<file path="config.mk">
export PLATFORM = sky130hd
export DESIGN_NAME = gpp_port
export DESIGN_NICKNAME = d
export VERILOG_FILES = /design/src/logic/gpp_pkg.sv /design/src/logic/gpp_port.sv
export VERILOG_INCLUDE_DIRS = /design/src /design/src/logic
export SDC_FILE = /design/constraint.sdc
export NUM_CORES = 1
export LEC_CHECK = 0
export BUFFER_PORTS_ARGS = -buffer_cell sky130_fd_sc_hd__clkbuf_2
export CORE_ASPECT_RATIO = 0.75
export CORE_MARGIN = 2
export CORE_UTILIZATION = 44
export DETAILED_ROUTE_END_ITERATION = 7
export HOLD_SLACK_MARGIN = 0.08
export PLACE_DENSITY_LB_ADDON = 0.25
export SETUP_SLACK_MARGIN = 0.1
export SLEW_MARGIN = 25
export SYNTH_ARGS = -nofsm -noshare
export SYNTH_HDL_FRONTEND = slang
export SYNTH_SLANG_ARGS = --single-unit
</file>
<file path="constraint.sdc">
create_clock -name clk_in -period 4.9 [get_ports clk_in]
set_input_delay 0.49 -clock clk_in [delete_from_list [all_inputs] [get_ports clk_in]]
set_output_delay 0.49 -clock clk_in [all_outputs]
set_load 0.02 [all_outputs]
</file>
<file path="src/logic/gpp_defs.svh">
// Purpose: Constants of the pin port block.
// Assumes: Byte-wide registers on a five-bit address.
// Notes: Definitions only.
`ifndef GPP_DEFS_SVH
`define GPP_DEFS_SVH
`define GPP_OFS_DIR   5'h00
`define GPP_OFS_DSET  5'h01
`define GPP_OFS_DCLR  5'h02
`define GPP_OFS_DTGL  5'h03
`define GPP_OFS_OUT   5'h04
`define GPP_OFS_OSET  5'h05
`define GPP_OFS_OCLR  5'h06
`define GPP_OFS_OTGL  5'h07
`define GPP_OFS_IN    5'h08
`define GPP_OFS_FLAG  5'h09
`define GPP_OFS_GRP   5'h0A
`define GPP_OFS_CFG   5'h10
`define GPP_OFS_CFGL  5'h17
`define GPP_OFS_ADIR  5'h18
`define GPP_OFS_AOUT  5'h19
`define GPP_OFS_AIN   5'h1A
`define GPP_OFS_AFLG  5'h1B
`define GPP_CFG_INV   7
`define GPP_CFG_PULL  3
`define GPP_GRP_SLR   0
`define GPP_CFG_MASK  8'h8F
`define GPP_IBUF_RST  8'hFF
`define GPP_ZERO      8'h00
`define GPP_DEAD      2'h3
`endif

</file>
<file path="src/logic/gpp_pkg.sv">
// Purpose: Types of the pin port block.
// Assumes: At most eight pins per instance.
// Notes: State is one packed struct.
package gpp_pkg;
    typedef enum logic [2:0] {
        GPP_INTDIS = 3'h0,
        GPP_BOTH   = 3'h1,
        GPP_RISE   = 3'h2,
        GPP_FALL   = 3'h3,
        GPP_BUFOFF = 3'h4,
        GPP_LOW    = 3'h5
    } gpp_sense_e;
    typedef struct packed {
        logic [4:0] addr;
        logic [7:0] wdata;
        logic       wr;
        logic       rd;
    } gpp_bus_s;
    typedef struct packed {
        logic [7:0]      dir, out, smp, flags, filt, s1, s2, s3, prev;
        logic [7:0][7:0] cfg;
        logic [7:0][1:0] dead;
        logic            edge_rate_limit;
        logic [7:0]      rdata, pin_o, pin_oe, pull, evt, ibuf;
        logic            irq, wake;
    } gpp_state_s;
endpackage

</file>
<file path="src/logic/gpp_port.sv">
// Purpose: Pin port with direction, level, sensing and fast aliases.
// Assumes: Bus strobes last one cycle; read data follow one cycle later.
// Notes: Pins beyond the pin count read as zero and never drive.
// Operation
// Reset tri-states all drivers and enables all input buffers, clock or not.
// Up to eight pins; bit n of mask and level governs pin n.
// Drive-enable set writes ones into the drive-enable mask.
// Drive-enable clear writes zeros into the mask where ones are written.
// Drive-enable flip inverts mask bits where ones are written.
// Drive-level set forces level bits to one where ones are written.
// Drive-level clear forces level bits to zero where ones are written.
// Level flip or sampled-level writes invert level bits where ones are written.
// Pin inputs are synchronised and readable as sampled level in any direction.
// Buffer-off sense freezes the filter stage and sampled bit and turns the input buffer off.
// Edge-rate-limit bit limits slew on all pins of the instance.
// Pin n configuration sits at base plus 0x10 plus n.
// Polarity swap inverts input and output of that pin; the code leaves the level of a peripheral-overridden pin uninverted.
// Changing polarity swap makes an edge seen by sensing and users.
// Weak pull-up connects only while the pin driver is off.
// Sense select covers both edges, rising, falling and low level.
// Pin change sensing raises a wake request.
// Fast aliases of mask, level, sampled level and flags act identically.
// Enabled peripherals override a pin; others stay ordinary I/O.
// Sense hit sets the flag; request stands while flag set and enabled.
// No new pin interrupt for three cycles after one.
// Event output follows pin value while buffer on, else zero.
// Sense codes: off, both, rise, fall, buffer off, low level.
// Writing one to a flag clears it; zero leaves it.
`timescale 1ns/1ps
`include "gpp_defs.svh"

module gpp_port #(
    parameter int NPIN = 8
) (
    input  wire logic         clk_in,
    input  wire logic         nrst_in,
    input  gpp_pkg::gpp_bus_s bus_in,
    output logic [7:0]        rdata_out,
    input  wire logic [NPIN-1:0] pin_in,
    output logic [NPIN-1:0]   pin_out,
    output logic [NPIN-1:0]   pin_oe_out,
    output logic [NPIN-1:0]   pull_out,
    output logic [NPIN-1:0]   ibuf_en_out,
    output logic [NPIN-1:0]   evt_out,
    output logic              slew_out,
    output logic              irq_out,
    output logic              wake_out,
    input  wire logic [NPIN-1:0] ovr_en_in,
    input  wire logic [NPIN-1:0] ovr_oe_in,
    input  wire logic [NPIN-1:0] ovr_lvl_in
);

    // ****************************************
    // Checks and helpers
    // ****************************************
    if (NPIN < 1 || NPIN > 8) begin : g_bad_npin
        $error("NPIN must lie between 1 and 8");
    end

    localparam logic [7:0] PMASK = 8'((9'h001 << NPIN) - 9'h001);

    // Alias addresses fold onto the base registers.
    function automatic logic [4:0] canon(input logic [4:0] a);
        case (a)
            `GPP_OFS_ADIR: canon = `GPP_OFS_DIR;
            `GPP_OFS_AOUT: canon = `GPP_OFS_OUT;
            `GPP_OFS_AIN:  canon = `GPP_OFS_IN;
            `GPP_OFS_AFLG: canon = `GPP_OFS_FLAG;
            default:       canon = a;
        endcase
    endfunction

    // Sense hit of one pin from new and previous internal value.
    function automatic logic hit(input logic [2:0] sense_select,
                                 input logic v,
                                 input logic p);
        case (sense_select)
            gpp_pkg::GPP_BOTH: hit = v ^ p;
            gpp_pkg::GPP_RISE: hit = v & ~p;
            gpp_pkg::GPP_FALL: hit = ~v & p;
            gpp_pkg::GPP_LOW:  hit = ~v;
            default:           hit = 1'b0;
        endcase
    endfunction

    function automatic logic sense_on(input logic [2:0] sense_select);
        sense_on = sense_select == gpp_pkg::GPP_BOTH || sense_select == gpp_pkg::GPP_RISE ||
                   sense_select == gpp_pkg::GPP_FALL || sense_select == gpp_pkg::GPP_LOW;
    endfunction

    // ****************************************
    // State
    // ****************************************
    gpp_pkg::gpp_state_s st;
    gpp_pkg::gpp_state_s next_st;
    logic [7:0] pin_ext;
    logic [7:0] ovr_en;
    logic [7:0] ovr_oe;
    logic [7:0] ovr_lvl;
    logic [4:0] wa;
    logic [4:0] ra;
    logic [7:0] wd;
    logic [7:0] inv;
    logic [7:0] v;
    logic [7:0] ev;
    logic [7:0] oe_eff;
    logic [2:0] sense_select;
    logic [7:0] ena;

    always_comb begin
        pin_ext = '0;
        ovr_en  = '0;
        ovr_oe  = '0;
        ovr_lvl = '0;
        pin_ext[NPIN-1:0] = pin_in;
        ovr_en[NPIN-1:0]  = ovr_en_in;
        ovr_oe[NPIN-1:0]  = ovr_oe_in;
        ovr_lvl[NPIN-1:0] = ovr_lvl_in;
    end

    // ****************************************
    // Next state
    // ****************************************
    always_comb begin
        next_st = st;
        wa = canon(bus_in.addr);
        ra = canon(bus_in.addr);
        wd = bus_in.wdata & PMASK;
        inv = '0;
        v = '0;
        ev = '0;
        oe_eff = '0;
        sense_select = '0;
        ena = '0;
        // Synchroniser stages.
        next_st.s1 = pin_ext;
        next_st.s2 = st.s1;
        next_st.s3 = st.s2;
        if (bus_in.wr) begin
            case (wa)
                `GPP_OFS_DIR:  next_st.dir = wd;
                `GPP_OFS_DSET: next_st.dir = st.dir | wd;
                `GPP_OFS_DCLR: next_st.dir = st.dir & ~wd;
                `GPP_OFS_DTGL: next_st.dir = st.dir ^ wd;
                `GPP_OFS_OUT:  next_st.out = wd;
                `GPP_OFS_OSET: next_st.out = st.out | wd;
                `GPP_OFS_OCLR: next_st.out = st.out & ~wd;
                `GPP_OFS_OTGL: next_st.out = st.out ^ wd;
                `GPP_OFS_IN:   next_st.out = st.out ^ wd;
                `GPP_OFS_GRP:  next_st.edge_rate_limit = bus_in.wdata[`GPP_GRP_SLR];
                default: begin
                end
            endcase
            for (int n = 0; n < NPIN; n++) begin
                if (wa == 5'(`GPP_OFS_CFG + n)) begin
                    next_st.cfg[n] = bus_in.wdata & `GPP_CFG_MASK;
                end
            end
        end
        for (int n = 0; n < 8; n++) begin
            inv[n] = next_st.cfg[n][`GPP_CFG_INV];
            sense_select = next_st.cfg[n][2:0];
            ena[n] = sense_on(st.cfg[n][2:0]);
            // A change counts once stages two and three agree.
            if (sense_select != gpp_pkg::GPP_BUFOFF && st.s2[n] == st.s3[n]) begin
                next_st.filt[n] = st.s3[n];
            end
            v[n] = next_st.filt[n] ^ inv[n];
            if (sense_select != gpp_pkg::GPP_BUFOFF) begin
                next_st.smp[n] = v[n];
                next_st.prev[n] = v[n];
                ev[n] = hit(sense_select, v[n], st.prev[n]) & PMASK[n];
            end
            next_st.ibuf[n] = (sense_select != gpp_pkg::GPP_BUFOFF) & PMASK[n];
            next_st.evt[n] = next_st.ibuf[n] & v[n];
            if (st.dead[n] != 2'h0) begin
                next_st.dead[n] = st.dead[n] - 2'h1;
            end
            if (ev[n] && st.dead[n] == 2'h0) begin
                next_st.dead[n] = `GPP_DEAD;
            end else begin
                ev[n] = 1'b0;
            end
        end
        // Clear by one, but a new event wins over the clear.
        if (bus_in.wr && wa == `GPP_OFS_FLAG) begin
            next_st.flags = st.flags & ~wd;
        end
        next_st.flags = next_st.flags | ev;
        next_st.irq = |(st.flags & ena);
        next_st.wake = |ev;
        for (int n = 0; n < 8; n++) begin
            oe_eff[n] = (ovr_en[n] ? ovr_oe[n] : st.dir[n]) & PMASK[n];
            next_st.pin_o[n] = ovr_en[n] ? ovr_lvl[n]
                                         : (st.out[n] ^ st.cfg[n][`GPP_CFG_INV]);
            next_st.pull[n] = st.cfg[n][`GPP_CFG_PULL] & ~oe_eff[n] & PMASK[n];
        end
        next_st.pin_o = next_st.pin_o & PMASK;
        next_st.pin_oe = oe_eff;
        // Read data stand in the cycle after the strobe only.
        next_st.rdata = `GPP_ZERO;
        if (bus_in.rd) begin
            case (ra)
                `GPP_OFS_DIR, `GPP_OFS_DSET,
                `GPP_OFS_DCLR, `GPP_OFS_DTGL: next_st.rdata = st.dir;
                `GPP_OFS_OUT, `GPP_OFS_OSET,
                `GPP_OFS_OCLR, `GPP_OFS_OTGL: next_st.rdata = st.out;
                `GPP_OFS_IN:   next_st.rdata = st.smp;
                `GPP_OFS_FLAG: next_st.rdata = st.flags;
                `GPP_OFS_GRP:  next_st.rdata = {7'h00, st.edge_rate_limit};
                default: begin
                end
            endcase
            for (int n = 0; n < NPIN; n++) begin
                if (ra == 5'(`GPP_OFS_CFG + n)) begin
                    next_st.rdata = st.cfg[n];
                end
            end
        end
    end

    // ****************************************
    // Registers
    // ****************************************
    always_ff @(posedge clk_in or negedge nrst_in) begin
        if (!nrst_in) begin
            st <= '{ibuf: `GPP_IBUF_RST, default: '0};
        end else begin
            st <= next_st;
        end
    end

    assign rdata_out   = st.rdata;
    assign pin_out     = st.pin_o[NPIN-1:0];
    assign pin_oe_out  = st.pin_oe[NPIN-1:0];
    assign pull_out    = st.pull[NPIN-1:0];
    assign ibuf_en_out = st.ibuf[NPIN-1:0];
    assign evt_out     = st.evt[NPIN-1:0];
    assign slew_out    = st.edge_rate_limit;
    assign irq_out     = st.irq;
    assign wake_out    = st.wake;

    // ****************************************
    // Assertions
    // ****************************************
    a_reset_tristate: assert property (
        @(posedge clk_in) disable iff (!nrst_in)
        $rose(nrst_in) |-> (st.pin_oe == '0 && st.dir == '0))
        else $error("Drivers not off after reset.");

    a_dir_set: assert property (
        @(posedge clk_in) disable iff (!nrst_in)
        (bus_in.wr && bus_in.addr == `GPP_OFS_DSET) |=>
        ((st.dir & $past(bus_in.wdata) & PMASK) == ($past(bus_in.wdata) & PMASK)))
        else $error("Drive-enable set failed.");

    a_dir_clear: assert property (
        @(posedge clk_in) disable iff (!nrst_in)
        (bus_in.wr && bus_in.addr == `GPP_OFS_DCLR) |=>
        ((st.dir & $past(bus_in.wdata)) == '0))
        else $error("Drive-enable clear failed.");

    a_dir_flip: assert property (
        @(posedge clk_in) disable iff (!nrst_in)
        (bus_in.wr && bus_in.addr == `GPP_OFS_DTGL) |=>
        (st.dir == ($past(st.dir) ^ ($past(bus_in.wdata) & PMASK))))
        else $error("Drive-enable flip failed.");

    a_level_clear: assert property (
        @(posedge clk_in) disable iff (!nrst_in)
        (bus_in.wr && bus_in.addr == `GPP_OFS_OCLR) |=>
        ((st.out & $past(bus_in.wdata)) == '0))
        else $error("Drive-level clear failed.");

    a_alias_flip: assert property (
        @(posedge clk_in) disable iff (!nrst_in)
        (bus_in.wr && bus_in.addr == `GPP_OFS_AIN) |=>
        (st.out == ($past(st.out) ^ ($past(bus_in.wdata) & PMASK))))
        else $error("Alias flip failed.");

    a_pull_gate: assert property (
        @(posedge clk_in) disable iff (!nrst_in)
        ##1 ((st.pull & st.pin_oe) == '0))
        else $error("Pull-up on while driving.");

    a_event_zero: assert property (
        @(posedge clk_in) disable iff (!nrst_in)
        ((st.evt & ~st.ibuf) == '0))
        else $error("Event output with buffer off.");

    a_dead_time: assert property (
        @(posedge clk_in) disable iff (!nrst_in)
        ev[2] |=> !ev[2] [*3])
        else $error("Pin interrupt inside dead time.");

    a_irq_flag: assert property (
        @(posedge clk_in) disable iff (!nrst_in)
        (|(st.flags & ena)) |=> irq_out)
        else $error("Request missing with flag set.");

    a_level_set: assert property (
        @(posedge clk_in) disable iff (!nrst_in)
        (bus_in.wr && bus_in.addr == `GPP_OFS_OSET) |=>
        ((st.out & $past(bus_in.wdata) & PMASK) == ($past(bus_in.wdata) & PMASK)))
        else $error("Drive-level set failed.");

    a_level_flip: assert property (
        @(posedge clk_in) disable iff (!nrst_in)
        (bus_in.wr && bus_in.addr == `GPP_OFS_OTGL) |=>
        (st.out == ($past(st.out) ^ ($past(bus_in.wdata) & PMASK))))
        else $error("Drive-level flip failed.");

    a_alias_dir: assert property (
        @(posedge clk_in) disable iff (!nrst_in)
        (bus_in.wr && bus_in.addr == `GPP_OFS_ADIR) |=>
        (st.dir == ($past(bus_in.wdata) & PMASK)))
        else $error("Drive-enable alias write failed.");

    a_alias_read: assert property (
        @(posedge clk_in) disable iff (!nrst_in)
        (bus_in.rd && bus_in.addr == `GPP_OFS_AOUT) |=> (rdata_out == $past(st.out)))
        else $error("Drive-level alias read failed.");

    a_read_sampled: assert property (
        @(posedge clk_in) disable iff (!nrst_in)
        (bus_in.rd && bus_in.addr == `GPP_OFS_IN) |=> (rdata_out == $past(st.smp)))
        else $error("Sampled-level read failed.");

    a_cfg_write: assert property (
        @(posedge clk_in) disable iff (!nrst_in)
        (bus_in.wr && bus_in.addr == `GPP_OFS_CFG) |=>
        (st.cfg[0] == ($past(bus_in.wdata) & `GPP_CFG_MASK)))
        else $error("Pin zero configuration write failed.");

    a_slew_follow: assert property (
        @(posedge clk_in) disable iff (!nrst_in)
        (bus_in.wr && bus_in.addr == `GPP_OFS_GRP) |=>
        (slew_out == $past(bus_in.wdata[`GPP_GRP_SLR])))
        else $error("Edge-rate limit not applied.");

    a_bufoff_freeze: assert property (
        @(posedge clk_in) disable iff (!nrst_in)
        (st.cfg[3][2:0] == gpp_pkg::GPP_BUFOFF && next_st.cfg[3][2:0] == gpp_pkg::GPP_BUFOFF)
        |=> ($stable(st.smp[3]) && !st.ibuf[3]))
        else $error("Sampled bit moved with buffer off.");

    a_override_oe: assert property (
        @(posedge clk_in) disable iff (!nrst_in)
        ovr_en[0] |=> (st.pin_oe[0] == $past(ovr_oe[0]) && st.pin_o[0] == $past(ovr_lvl[0])))
        else $error("Peripheral override ignored.");

    a_plain_drive: assert property (
        @(posedge clk_in) disable iff (!nrst_in)
        (!ovr_en[1] && PMASK[1]) |=>
        (st.pin_o[1] == ($past(st.out[1]) ^ $past(st.cfg[1][`GPP_CFG_INV]))))
        else $error("Drive level not inverted as configured.");

    a_flag_clear: assert property (
        @(posedge clk_in) disable iff (!nrst_in)
        (bus_in.wr && bus_in.addr == `GPP_OFS_FLAG && ev == '0) |=>
        ((st.flags & $past(bus_in.wdata) & PMASK) == '0))
        else $error("Event flag not cleared by a one.");

    a_flag_set: assert property (
        @(posedge clk_in) disable iff (!nrst_in)
        (ev != '0) |=> ((st.flags & $past(ev)) == $past(ev)))
        else $error("Sense hit did not set its flag.");

    a_wake_pulse: assert property (
        @(posedge clk_in) disable iff (!nrst_in)
        (ev != '0) |=> wake_out)
        else $error("Sense hit raised no wake request.");

    a_irq_clear: assert property (
        @(posedge clk_in) disable iff (!nrst_in)
        !(|(st.flags & ena)) |=> !irq_out)
        else $error("Request without an enabled flag.");

    a_fall_hit: assert property (
        @(posedge clk_in) disable iff (!nrst_in)
        (st.cfg[2][2:0] == gpp_pkg::GPP_FALL && next_st.cfg[2][2:0] == gpp_pkg::GPP_FALL &&
         st.prev[2] && !v[2] && st.dead[2] == 2'h0) |=> st.flags[2])
        else $error("Falling edge not flagged.");

    a_polarity_edge: assert property (
        @(posedge clk_in) disable iff (!nrst_in)
        (st.cfg[2][2:0] == gpp_pkg::GPP_BOTH && next_st.cfg[2][2:0] == gpp_pkg::GPP_BOTH &&
         next_st.cfg[2][`GPP_CFG_INV] != st.cfg[2][`GPP_CFG_INV] &&
         next_st.filt[2] == st.filt[2] && st.dead[2] == 2'h0) |=> st.flags[2])
        else $error("Polarity change made no edge.");

endmodule // gpp_port

</file>
After elaboration in Yosys (flattened, before gate mapping)

Cells that the tools add are included.

Flip-flop bits (word level): 171
Input bits: 49
Output and inout port bits: 51

Add/subtract/negate cells: 8
Equality and inequality tests: 102
Muxes and demuxes: 87
Bitwise operators: 90
Reduce and logical (&&, ||, !) cells: 84

Operators by type and width:

| operator                                                         | number |
|---|---|
| 8-bit 2-to-1 mux                                                 | 18 |
| 3-bit by 2-bit == test with 1-bit output (second input constant) | 32 |
| 64-bit 2-to-1 mux                                                | 1 |
| 8-bit case mux with 4 select lines                               | 2 |
| 5-bit == test (second input constant)                            | 12 |
| 3-bit by 1-bit == test with 1-bit output (second input constant) | 16 |
| 3-bit == test (second input constant)                            | 16 |
| 1-bit 2-to-1 mux                                                 | 40 |
| 8-bit case mux with 5 select lines                               | 1 |
| 1-bit AND                                                        | 32 |
| 8-bit AND                                                        | 4 |
| 2-bit 2-to-1 mux                                                 | 16 |
| 1-bit case mux with 4 select lines                               | 8 |
| 2-bit nonzero test                                               | 16 |
| 1-bit logical OR                                                 | 24 |
| 3-bit != test (second input constant)                            | 8 |
| 1-bit NOT                                                        | 24 |
| 8-bit OR                                                         | 3 |
| 1-bit bitwise XOR                                                | 24 |
| 2-bit AND reduction                                              | 11 |
| 5-bit by 3-bit == test with 1-bit output (second input constant) | 4 |
| 5-bit case mux with 4 select lines                               | 1 |
| 1-bit logical AND                                                | 17 |
| 2-bit logical NOT                                                | 8 |
| other kinds (12)                                                 | 33 |

Longest topological paths before layout

Gate-level depths: netlist of the first run.

Word-level depth: 16
Gate-level depth with buffers: 14
Depth with buffers taken out: 11

Worst setup path before layout of the first run

No wires, ideal clock.

Path type: input to register
From: in bus_in[4] in the netlist's numbering
To: reg st[52] in the netlist's numbering
Setup time: 0.123 ns
Arrival: 3.130 ns
Data required time: 4.777 ns
Path slack: 1.647 ns
Cell stages on the path: 13
Path buffers: 2
Path through: buf_4 > or3b_1 > buf_2 > or3_1 > and2_4 > a311o_1 > xor2_1 > ha_1 > nor3_1 > a31oi_1 > o32ai_4 > nor2_2 > mux2i_1

RTL lines:

| item                   | line            | RTL |
|---|---|---|
| start: declaration     | gpp_port.sv:37  | `input gpp_pkg::gpp_bus_s bus_in,` |
| end signal: assignment | gpp_port.sv:229 | `st <= next_st;` |
| end: declaration       | gpp_port.sv:94  | `gpp_pkg::gpp_state_s st;` |

==> flow_summary.ini, run 1 <==
[outcome]
status = finished, final reports clean

[power_and_ir_drop]
ir_drop_v = 0.000305
p_comb_frac = 0.292
p_sw_frac = 0.353
p_clk_frac = 0.279
p_leak_nw = 4.74
internal_power_mw = 3.11
power.switching_mw = 1.70
p_per_area_nw_per_um2 = 472
p_seq_frac = 0.429

[global_route]
grt_util_met2 = 0.347
top_usage_layer = met1
track_usage = 0.237
globalRoute.totalOverflow = 0
grt_pass1_wl_um = 38800
antenna_found_initial = 0
use_met3 = 0.0532
first_global_vias = 6708
grt_use_met1 = 0.349
grt_max_degree = 172

[yosys]
synthCells = 934
synth_seq_cells = 171
synth_fp_nets = 1031
syn_area_um2 = 9130
synth_top_family_by_area = compound AO/OA/AOI/OAI gates
muxShareOfSynthArea = 0.0531
synthXorXnorAreaFrac = 0.0163
synth_adder_area_share = 0.0658
synthDistinctLibCells = 64
yosysWarnings = 0
synth_compound_area_frac = 0.180
synth_edf_count = 0
synth_flop_cell = dfrtp_1
async_reset_ff_frac = 1.00
yosysSeqAreaShare = 0.470
syn_avg_cell_area_um2 = 9.77
yosys.area_share.simple = 0.126

[sta]
setup_slack_ns = 1.36
max_freq_mhz = 282
rsz0062_at_grt = false
setup_viol = 0
min_period_over_period = 0.723
fin_skew_ns = 0.00629
maxSlewViolCount = 0
finalHoldViolCount = 0
worst_slew_pin_slew_ns = 1.05
slew_headroom = 0.284
final.setup.tns_ns = 0
period_needed_ns = 3.54

[job]
drv_cap = 0

[drt]
routedWlPerCell_um = 20.1
viasPerCell = 5.75
first_pass_iters = 5
drcViolationCount = 0
drt_iter0_markers = 817
routed_wl_um = 25300
vias = 7237
final_antenna_net_count = 0

[floorplanning]
core_um2 = 20300
rows = 45
dieHeight_um = 129
top_level_ports = 100
die-area_um2 = 21900
die_x_um = 170
start_util = 0.450

[clock_network]
worstSkewPairLatency_ns = 0.43
clock_sinks = 171
clock-root-buffer = clkbuf_16
cts_buffers = 17
post_cts_resize_count = 0
cts_tree = yes
clk_path_buf_depth = 2
clk_pin_slew_worst_paths_ns = 0.07
htreeDepth = 4
cts_hold_buf = 0
postCtsSetupBuffers = 0

[cells_and_area]
diodes = 0
area_delta_synth_final_pct = 11.6
nets = 1086
most-common-layout-cells = 163 x dfrtp_1, 98 x clkbuf_2, 91 x nand2_1
mostFrequentLayoutCell = dfrtp_1
drive_above_1_share = 0.180

[worst_setup_path]
crit_fanout = 19
worst_setup_path_end_kind = flop
cp.arrival_ns = 3.85
start_kind = input port
worst-setup-path-type = in -> reg
required_ns = 5.21

[hold_path]
holdCritPathClass = in -> async

[place]
io_buffers = 99
dp_hpwl_um = 18200
gp_congestion = 0.920
dp_worst_setup_slack_ns = 0.888
## worst paths after layout
| check | from | end | slack, ns | cells past startpoint |
|---|---|---|---|---|
| min in group clk_in | pin_in[5] | next_st[152] | 0.16 | 1 |
| max in group asynchronous | nrst_in | st[99] | 4.04 | 2 |
| worst max register to register | st[93] | st[58] | 1.68 | 11 |
| worst min-delay path | nrst_in | pull_out[3] | 0.14 | 2 |
| worst max-delay path | bus_in[14] | wake_out | 1.36 | 12 |
| worst min register to register | next_st[148] | next_st[140] | 0.35 | 0 |
## critical path: stages
cell,delay [ns]
clkbuf_2,0.30
nand4bb_1,0.56
or3_1,0.60
and2_4,0.17
a311o_1,0.38
xor2_1,0.20
ha_1,0.32
nor3_1,0.04
a31oi_1,0.26
o32ai_4,0.17
a22oi_1,0.22
nand4_1,0.10
## registers in the layout, indices dropped and copies added, names as in the netlist
register / count
pull_out: 8
wake_out: 1
evt_out: 8
pin_oe_out: 8
rdata_out: 8
slew_out: 1
st: 104
next_st: 16
pin_out: 8
irq_out: 1
ibuf_en_out: 8
## cell families (layout without fill, tap and decap cells)
kind of cell | Yosys count | count (layout)
mux | 45 | 45
simple gates | 242 | 242
xor+xnor | 17 | 17
fa+ha+maj | 48 | 48
compound gates | 246 | 246
flops | 171 | 171
buf+inv | 165 | 232
## cell usage after synthesis, types with 3 or more instances
master | n | area, um^2
inv_1 | 86 | 323
mux2i_1 | 27 | 270
xor2_1 | 7 | 61.3
a211oi_1 | 3 | 22.5
o22a_1 | 7 | 61.3
nor2_1 | 54 | 203
o21bai_1 | 6 | 45.0
o21ai_0 | 85 | 425
nand2b_1 | 7 | 43.8
o21a_1 | 8 | 60.1
mux2_2 | 17 | 191
a221o_1 | 3 | 30.0
a2111oi_0 | 5 | 43.8
o31a_1 | 6 | 52.6
and2_1 | 14 | 87.6
a31oi_1 | 12 | 75.1
a22o_1 | 10 | 87.6
clkbuf_1 | 22 | 82.6
xnor2_1 | 10 | 87.6
nand2_1 | 91 | 342
nor3b_1 | 8 | 60.1
nor3_1 | 27 | 135
ha_1 | 48 | 601
buf_2 | 5 | 25.0
buf_1 | 3 | 11.3
nand3_1 | 5 | 25.0
o22ai_1 | 15 | 93.8
dfrtp_1 | 163 | 4080
a221oi_1 | 25 | 219
a22oi_1 | 5 | 37.5
dfstp_2 | 8 | 210
nor2b_1 | 20 | 125
buf_4 | 49 | 368
o32ai_1 | 3 | 26.3
a21oi_1 | 31 | 155
o211ai_1 | 4 | 30.0
## metal layers
layer	share of wire	vias to the layer above	wire length [um]
met5	0	-	0
met4	0.022	0	560
met3	0.086	41	2170
met2	0.43	335	10800
met1	0.46	3512	11800
li1	-	3349	-
## through the flow
step                instances   util  hold slack, ns  power (mW)  instance area (um^2)
floorplan                 934      -           0.194        3.06                  9130
global placement         1228  0.474           0.333        3.42                  9610
detailed placement       1228  0.474           0.335        3.47                  9610
CTS                      1259  0.502           0.148        4.82                 10200
global route             1259  0.503           0.138        5.10                 10200
finish                   1259  0.503           0.143        4.81                 10200
## cell type report
class                   instances  area (um^2)
well taps                     258          323
flip-flops and latches        171         4290
clock inverters                10          118
repair buffers                115          634
inverters                      86          323
multi-input cells             598         4040
clock buffers                  21          460
fillers                      1856        10100
## power groups by stage
stage          sequential [mW]  clock (mW)  combinational, mW
6_report                  2.06        1.34               1.40
4_1_cts                   2.04        1.36               1.41
3_5_place_dp              2.06           0               1.40
3_3_place_gp              2.06           0               1.36
2_1_floorplan             1.95           0               1.11
5_1_grt                   2.09        1.43               1.58
Power figures use the tool's default switching activity.
==> run 2, diff against run 1 <==
==> constraint.sdc (replaced) <==
create_clock -name clk_in -period 3.5 [get_ports clk_in]
set_input_delay 0.35 -clock clk_in [delete_from_list [all_inputs] [get_ports clk_in]]
set_output_delay 0.35 -clock clk_in [all_outputs]
set_load 0.02 [all_outputs]
==> run 2 against run 1 <==
- register-to-register slack worse by 1.2 ns
- sequential cell count did not move
- clock skew grew 0.0048 ns
- wire length fell by 0.79%
- setup slack lost 0.88 ns
- design area increased by 3.0%
- via count is 0.88% higher
- largest power group unchanged
==> flow_summary.ini, run 2 (synthesis results as in run 1) <==
[outcome]
status = finished, final reports clean

[drt]
vias = 7301
first_pass_iters = 5
drcViolationCount = 0
drt_iter0_markers = 651
viasPerCell = 5.62
final_antenna_net_count = 0
routedWlPerCell_um = 19.3
routed_wl_um = 25100

[global_route]
grt_max_degree = 84
track_usage = 0.241
globalRoute.totalOverflow = 0
antenna_found_initial = 1
grt_pass1_wl_um = 39200
first_global_vias = 6859

[worst_setup_path]
cp.arrival_ns = 3.40
timing.critical_path.slowest_stage_cell = a2111oi_1
worst_setup_path_end_kind = flop
r2r_slack_ns = 0.50
crit_fanout = 13
required_ns = 3.88
start_kind = input port
worst-setup-path-type = in -> reg
regToRegEndpoint = st[61]
r2r_cells = 11
worstReg2RegStart = st[109]
cp_slowest_stage_delay_ns = 0.63
crit_buf_inv = 2
crit_chain = clkbuf_2 -> and4b_1 -> a2111oi_1 -> buf_4 -> nor3b_1 -> o22a_1 -> xor2_1 -> ha_1 -> nor2_1 -> o32a_1 -> o221ai_1 -> mux2_2
crit_family = compound AO/OA/AOI/OAI gates

[cells_and_area]
diodes = 0
nets = 1126
largest_register_ffs = 104
fillers = 1826
most-common-layout-cells = 163 x dfrtp_1, 98 x clkbuf_2, 91 x nand2_1
mostFrequentLayoutCell = dfrtp_1
drive_above_1_share = 0.203
top_register = st
area_delta_synth_final_pct = 15.0

[hold_path]
min_to = pin_out[4]
whs_path_depth = 3
min_from = ovr_lvl_in[4]
holdCritPathClass = in -> reg

[floorplanning]
core_um2 = 20300
die_x_um = 170
rows = 45
dieHeight_um = 129
top_level_ports = 100
start_util = 0.450
die-area_um2 = 21900

[power_and_ir_drop]
p_per_area_nw_per_um2 = 644
ir_drop_v = 0.000332
p_leak_nw = 4.93

[sta]
fin_skew_ns = 0.0111
min_period_over_period = 0.863
max_freq_mhz = 331
slew_headroom = 0.450
setup_viol = 0
hold_slack_ns = 0.121
maxSlewViolCount = 0
finalHoldViolCount = 0
rsz0062_at_grt = false
period_needed_ns = 3.02
worst_slew_pin_slew_ns = 0.804
final.setup.tns_ns = 0

[clock_network]
clk_path_buf_depth = 2
cts_tree = yes
worstSkewPairLatency_ns = 0.44
postCtsSetupBuffers = 0
clock-root-buffer = clkbuf_16
htreeDepth = 4
clk_pin_slew_worst_paths_ns = 0.07
cts_buffers = 17
clock_sinks = 171

[place]
io_buffers = 99
dp_hpwl_um = 18600
gp_congestion = 0.927

[job]
drv_cap = 0
[run 2: layout make-up]
| type | count | area (um^2) | share of cell area |
|---|---|---|---|
| Clock buffer | 20 | 457 | 0.0435 |
| Clock inverter | 12 | 118 | 0.0112 |
| Inverter | 86 | 323 | 0.0308 |
| Multi-Input combinational cell | 598 | 4030 | 0.384 |
| Sequential cell | 171 | 4290 | 0.409 |
| Tap cell | 258 | 323 | 0.0308 |
| Timing Repair Buffer | 155 | 957 | 0.0912 |
[run 2: tightest hold or removal path, delay by kind of cell]
family | cells | cell delay (ns)
AO/OA/AOI/OAI | 1 | 0.06
AND/OR/NAND/NOR | 1 | 0.04
buffers and inverters | 1 | 0.08
[run 2: repair_timing]
action	4_1_cts	5_1_grt
endpoints found under the setup margin	0	2
resized for setup	0	1
endpoints found under the hold margin	86	0
hold buffers	9	0
[run 2: worst max path at each step]
stage | start | endpoint | slack [ns] | cells past startpoint
finish | bus_in[13] | st[61] | 0.48 | 12
floorplan | bus_in[4] | st[52] | 0.39 | 13
CTS | bus_in[13] | st[61] | 0.37 | 12
detailed placement | bus_in[13] | st[61] | -0.05 | 12
global route | bus_in[13] | st[62] | 0.23 | 13
global placement | bus_in[13] | st[61] | -0.09 | 12
[run 2: power breakdown]
group / internal, mW / switching, mW
sequential: 2.46 / 0.418
combinational: 0.867 / 1.17
clock: 1.02 / 0.823
total: 4.35 / 2.41
[run 2: metrics by stage]
stage               utilization  cell area (um^2)  instances  power, mW  setup WS (ns)
detailed placement        0.485              9830       1259       4.91        -0.0520
global route              0.518             10500       1300       7.20          0.229
global placement          0.485              9830       1259       4.85        -0.0914
floorplan                     -              9130        934       4.28          0.387
finish                    0.518             10500       1300       6.76          0.479
CTS                       0.518             10500       1300       6.78          0.369
[run 2: metal layers]
metal,share of wire,track usage
met1,0.47,0.349
met2,0.42,0.345
met3,0.091,0.0658
met4,0.022,0.0835
met5,0.0016,0.0130
==> run 3, diff against run 2 <==
--- a/config.mk
+++ b/config.mk
@@ -11,9 +11,12 @@
 export CORE_MARGIN = 2
 export CORE_UTILIZATION = 44
 export DETAILED_ROUTE_END_ITERATION = 7
+export GPL_ROUTABILITY_DRIVEN = 0
 export HOLD_SLACK_MARGIN = 0.08
+export MAX_ROUTING_LAYER = met4
 export PLACE_DENSITY_LB_ADDON = 0.25
 export SETUP_SLACK_MARGIN = 0.1
+export SKIP_LAST_GASP = 1
 export SLEW_MARGIN = 25
 export SYNTH_ARGS = -nofsm -noshare
 export SYNTH_HDL_FRONTEND = slang
==> run 3 against run 2 <==
- clock power grew 7%
- global-route usage grew 0.92 points
- total power increased by 1.8%
- worst hold slack gained 0.0021 ns
- maximum frequency rose by 0.29%
- register-to-register slack is essentially flat
- clock skew fell by 0.0021 ns
- critical path depth unchanged
- largest cell class unchanged
==> flow_summary.ini, run 3 (synthesis results as in run 1) <==
[sta]
maxSlewViolCount = 0
min_period_over_period = 0.861
fin_skew_ns = 0.00905
finalHoldViolCount = 0
setup_viol = 0
worst_slew_pin_slew_ns = 0.766
slew_headroom = 0.489
final.setup.tns_ns = 0
max_freq_mhz = 332
rsz0062_at_grt = false
period_needed_ns = 3.01
hold_slack_ns = 0.123

[clock_network]
cts_buffers = 17
postCtsSetupBuffers = 0
htreeDepth = 4
post_cts_resize_count = 0
cts_tree = yes
clk_path_buf_depth = 2
worstSkewPairLatency_ns = 0.44
clock_sinks = 171
cts_hold_buf = 9
clock-root-buffer = clkbuf_16
clk_pin_slew_worst_paths_ns = 0.06

[drt]
drt_iter0_markers = 817
routed_wl_um = 25400
final_antenna_net_count = 0
vias = 7312
viasPerCell = 5.63
first_pass_iters = 5
routedWlPerCell_um = 19.6
drcViolationCount = 0

[worst_setup_path]
endpoint = st[61]
crit_fanout = 13
crit_start = bus_in[13]
worstReg2RegStart = st[93]
start_kind = input port
worst_setup_path_end_kind = flop
cp.arrival_ns = 3.39
r2r_slack_ns = 0.51
worst-setup-path-type = in -> reg
required_ns = 3.87
regToRegEndpoint = wake_out
r2r_cells = 12

[power_and_ir_drop]
power_mw = 6.89
power.switching_mw = 2.42
p_per_area_nw_per_um2 = 656
p_comb_frac = 0.295
p_seq_frac = 0.418
p_leak_nw = 4.93
p_clk_frac = 0.287
p_sw_frac = 0.351
internal_power_mw = 4.47
ir_drop_v = 0.000439

[cells_and_area]
diodes = 0
area_delta_synth_final_pct = 15.1
largest_register_ffs = 104
most-common-layout-cells = 163 x dfrtp_1, 98 x clkbuf_2, 91 x nand2_1
drive_above_1_share = 0.202
stdcell_area_um2 = 10500
layout.cells.non_filler = 1298
top_register = st
nets = 1124
mostFrequentLayoutCell = dfrtp_1

[floorplanning]
start_util = 0.450
dieHeight_um = 129
die_x_um = 170
die-area_um2 = 21900
core_um2 = 20300
top_level_ports = 100
rows = 45

[hold_path]
holdCritPathClass = in -> reg
min_from = ovr_lvl_in[4]

[job]
drv_cap = 0

[global_route]
grt_pass1_wl_um = 39800
globalRoute.totalOverflow = 0
first_global_vias = 7075
grt_max_degree = 82
antenna_found_initial = 0
track_usage = 0.250

[outcome]
status = finished, final reports clean

[place]
dp_hpwl_um = 18700
place_area_um2 = 9800
dp_cells = 1257
io_buffers = 99
-- run 3: cell count changes in the layout (fill, tap and decap cells not counted), sizes merged --
cell      before  now
bufinv         1    3
inv           87   89
clkbuf       118  117
buf           48   46
clkinv         7    5
clkinvlp       3    2
-- run 3: power by group through the flow --
stage / Clock (mW) / Combinational [mW] / Sequential, mW
floorplan: 0 / 1.55 / 2.73
global placement: 0 / 1.96 / 2.88
detailed placement: 0 / 2.02 / 2.88
CTS: 2.02 / 2.04 / 2.85
global route: 2.10 / 2.30 / 2.92
finish: 1.98 / 2.03 / 2.88
-- run 3: cell type report --
class / count / area, um^2
clock buffers: 19 / 443
clock inverters: 13 / 166
fillers: 1831 / 9770
inverters: 86 / 323
multi-input cells: 598 / 4030
flip-flops and latches: 171 / 4290
well taps: 258 / 323
repair buffers: 153 / 930
-- run 3: metrics by stage --
step | utilization | setup WS (ns)
3_5_place_dp | 0.484 | 0.106
4_1_cts | 0.518 | 0.519
5_1_grt | 0.518 | 0.262
6_report | 0.518 | 0.488
2_1_floorplan | - | 0.387
3_3_place_gp | 0.484 | 0.190
-- run 3: how the worst min path moves through the flow --
stage | cells past startpoint | end | slack, ns
after floorplan | 0 | evt_out[0] | 0.05
after global placement | 0 | next_st[144] | 0.33
after detailed placement | 0 | next_st[143] | 0.34
after CTS | 3 | pin_out[4] | 0.11
after global routing | 3 | pin_out[3] | 0.13
final | 3 | pin_out[4] | 0.12
-- run 3: routing by layer --
metal / track usage / vias to the layer above / part of all wire
met3: 0.0600 / 36 / 0.090
met1: 0.350 / 3541 / 0.47
li1: - / 3411 / -
met2: 0.356 / 324 / 0.43
met4: 0.0804 / 0 / 0.017
met5: - / - / 0
-- run 3: critical path, cell delays in order --
cell and delay (ns):
clkbuf_2 0.24, and4b_1 0.32, a2111oi_0 0.67, buf_4 0.24, nor3b_1 0.05, o22a_1 0.24
xor2_1 0.22, ha_1 0.21, nor2_1 0.05, o32a_1 0.33, o221ai_1 0.27, mux2_2 0.21
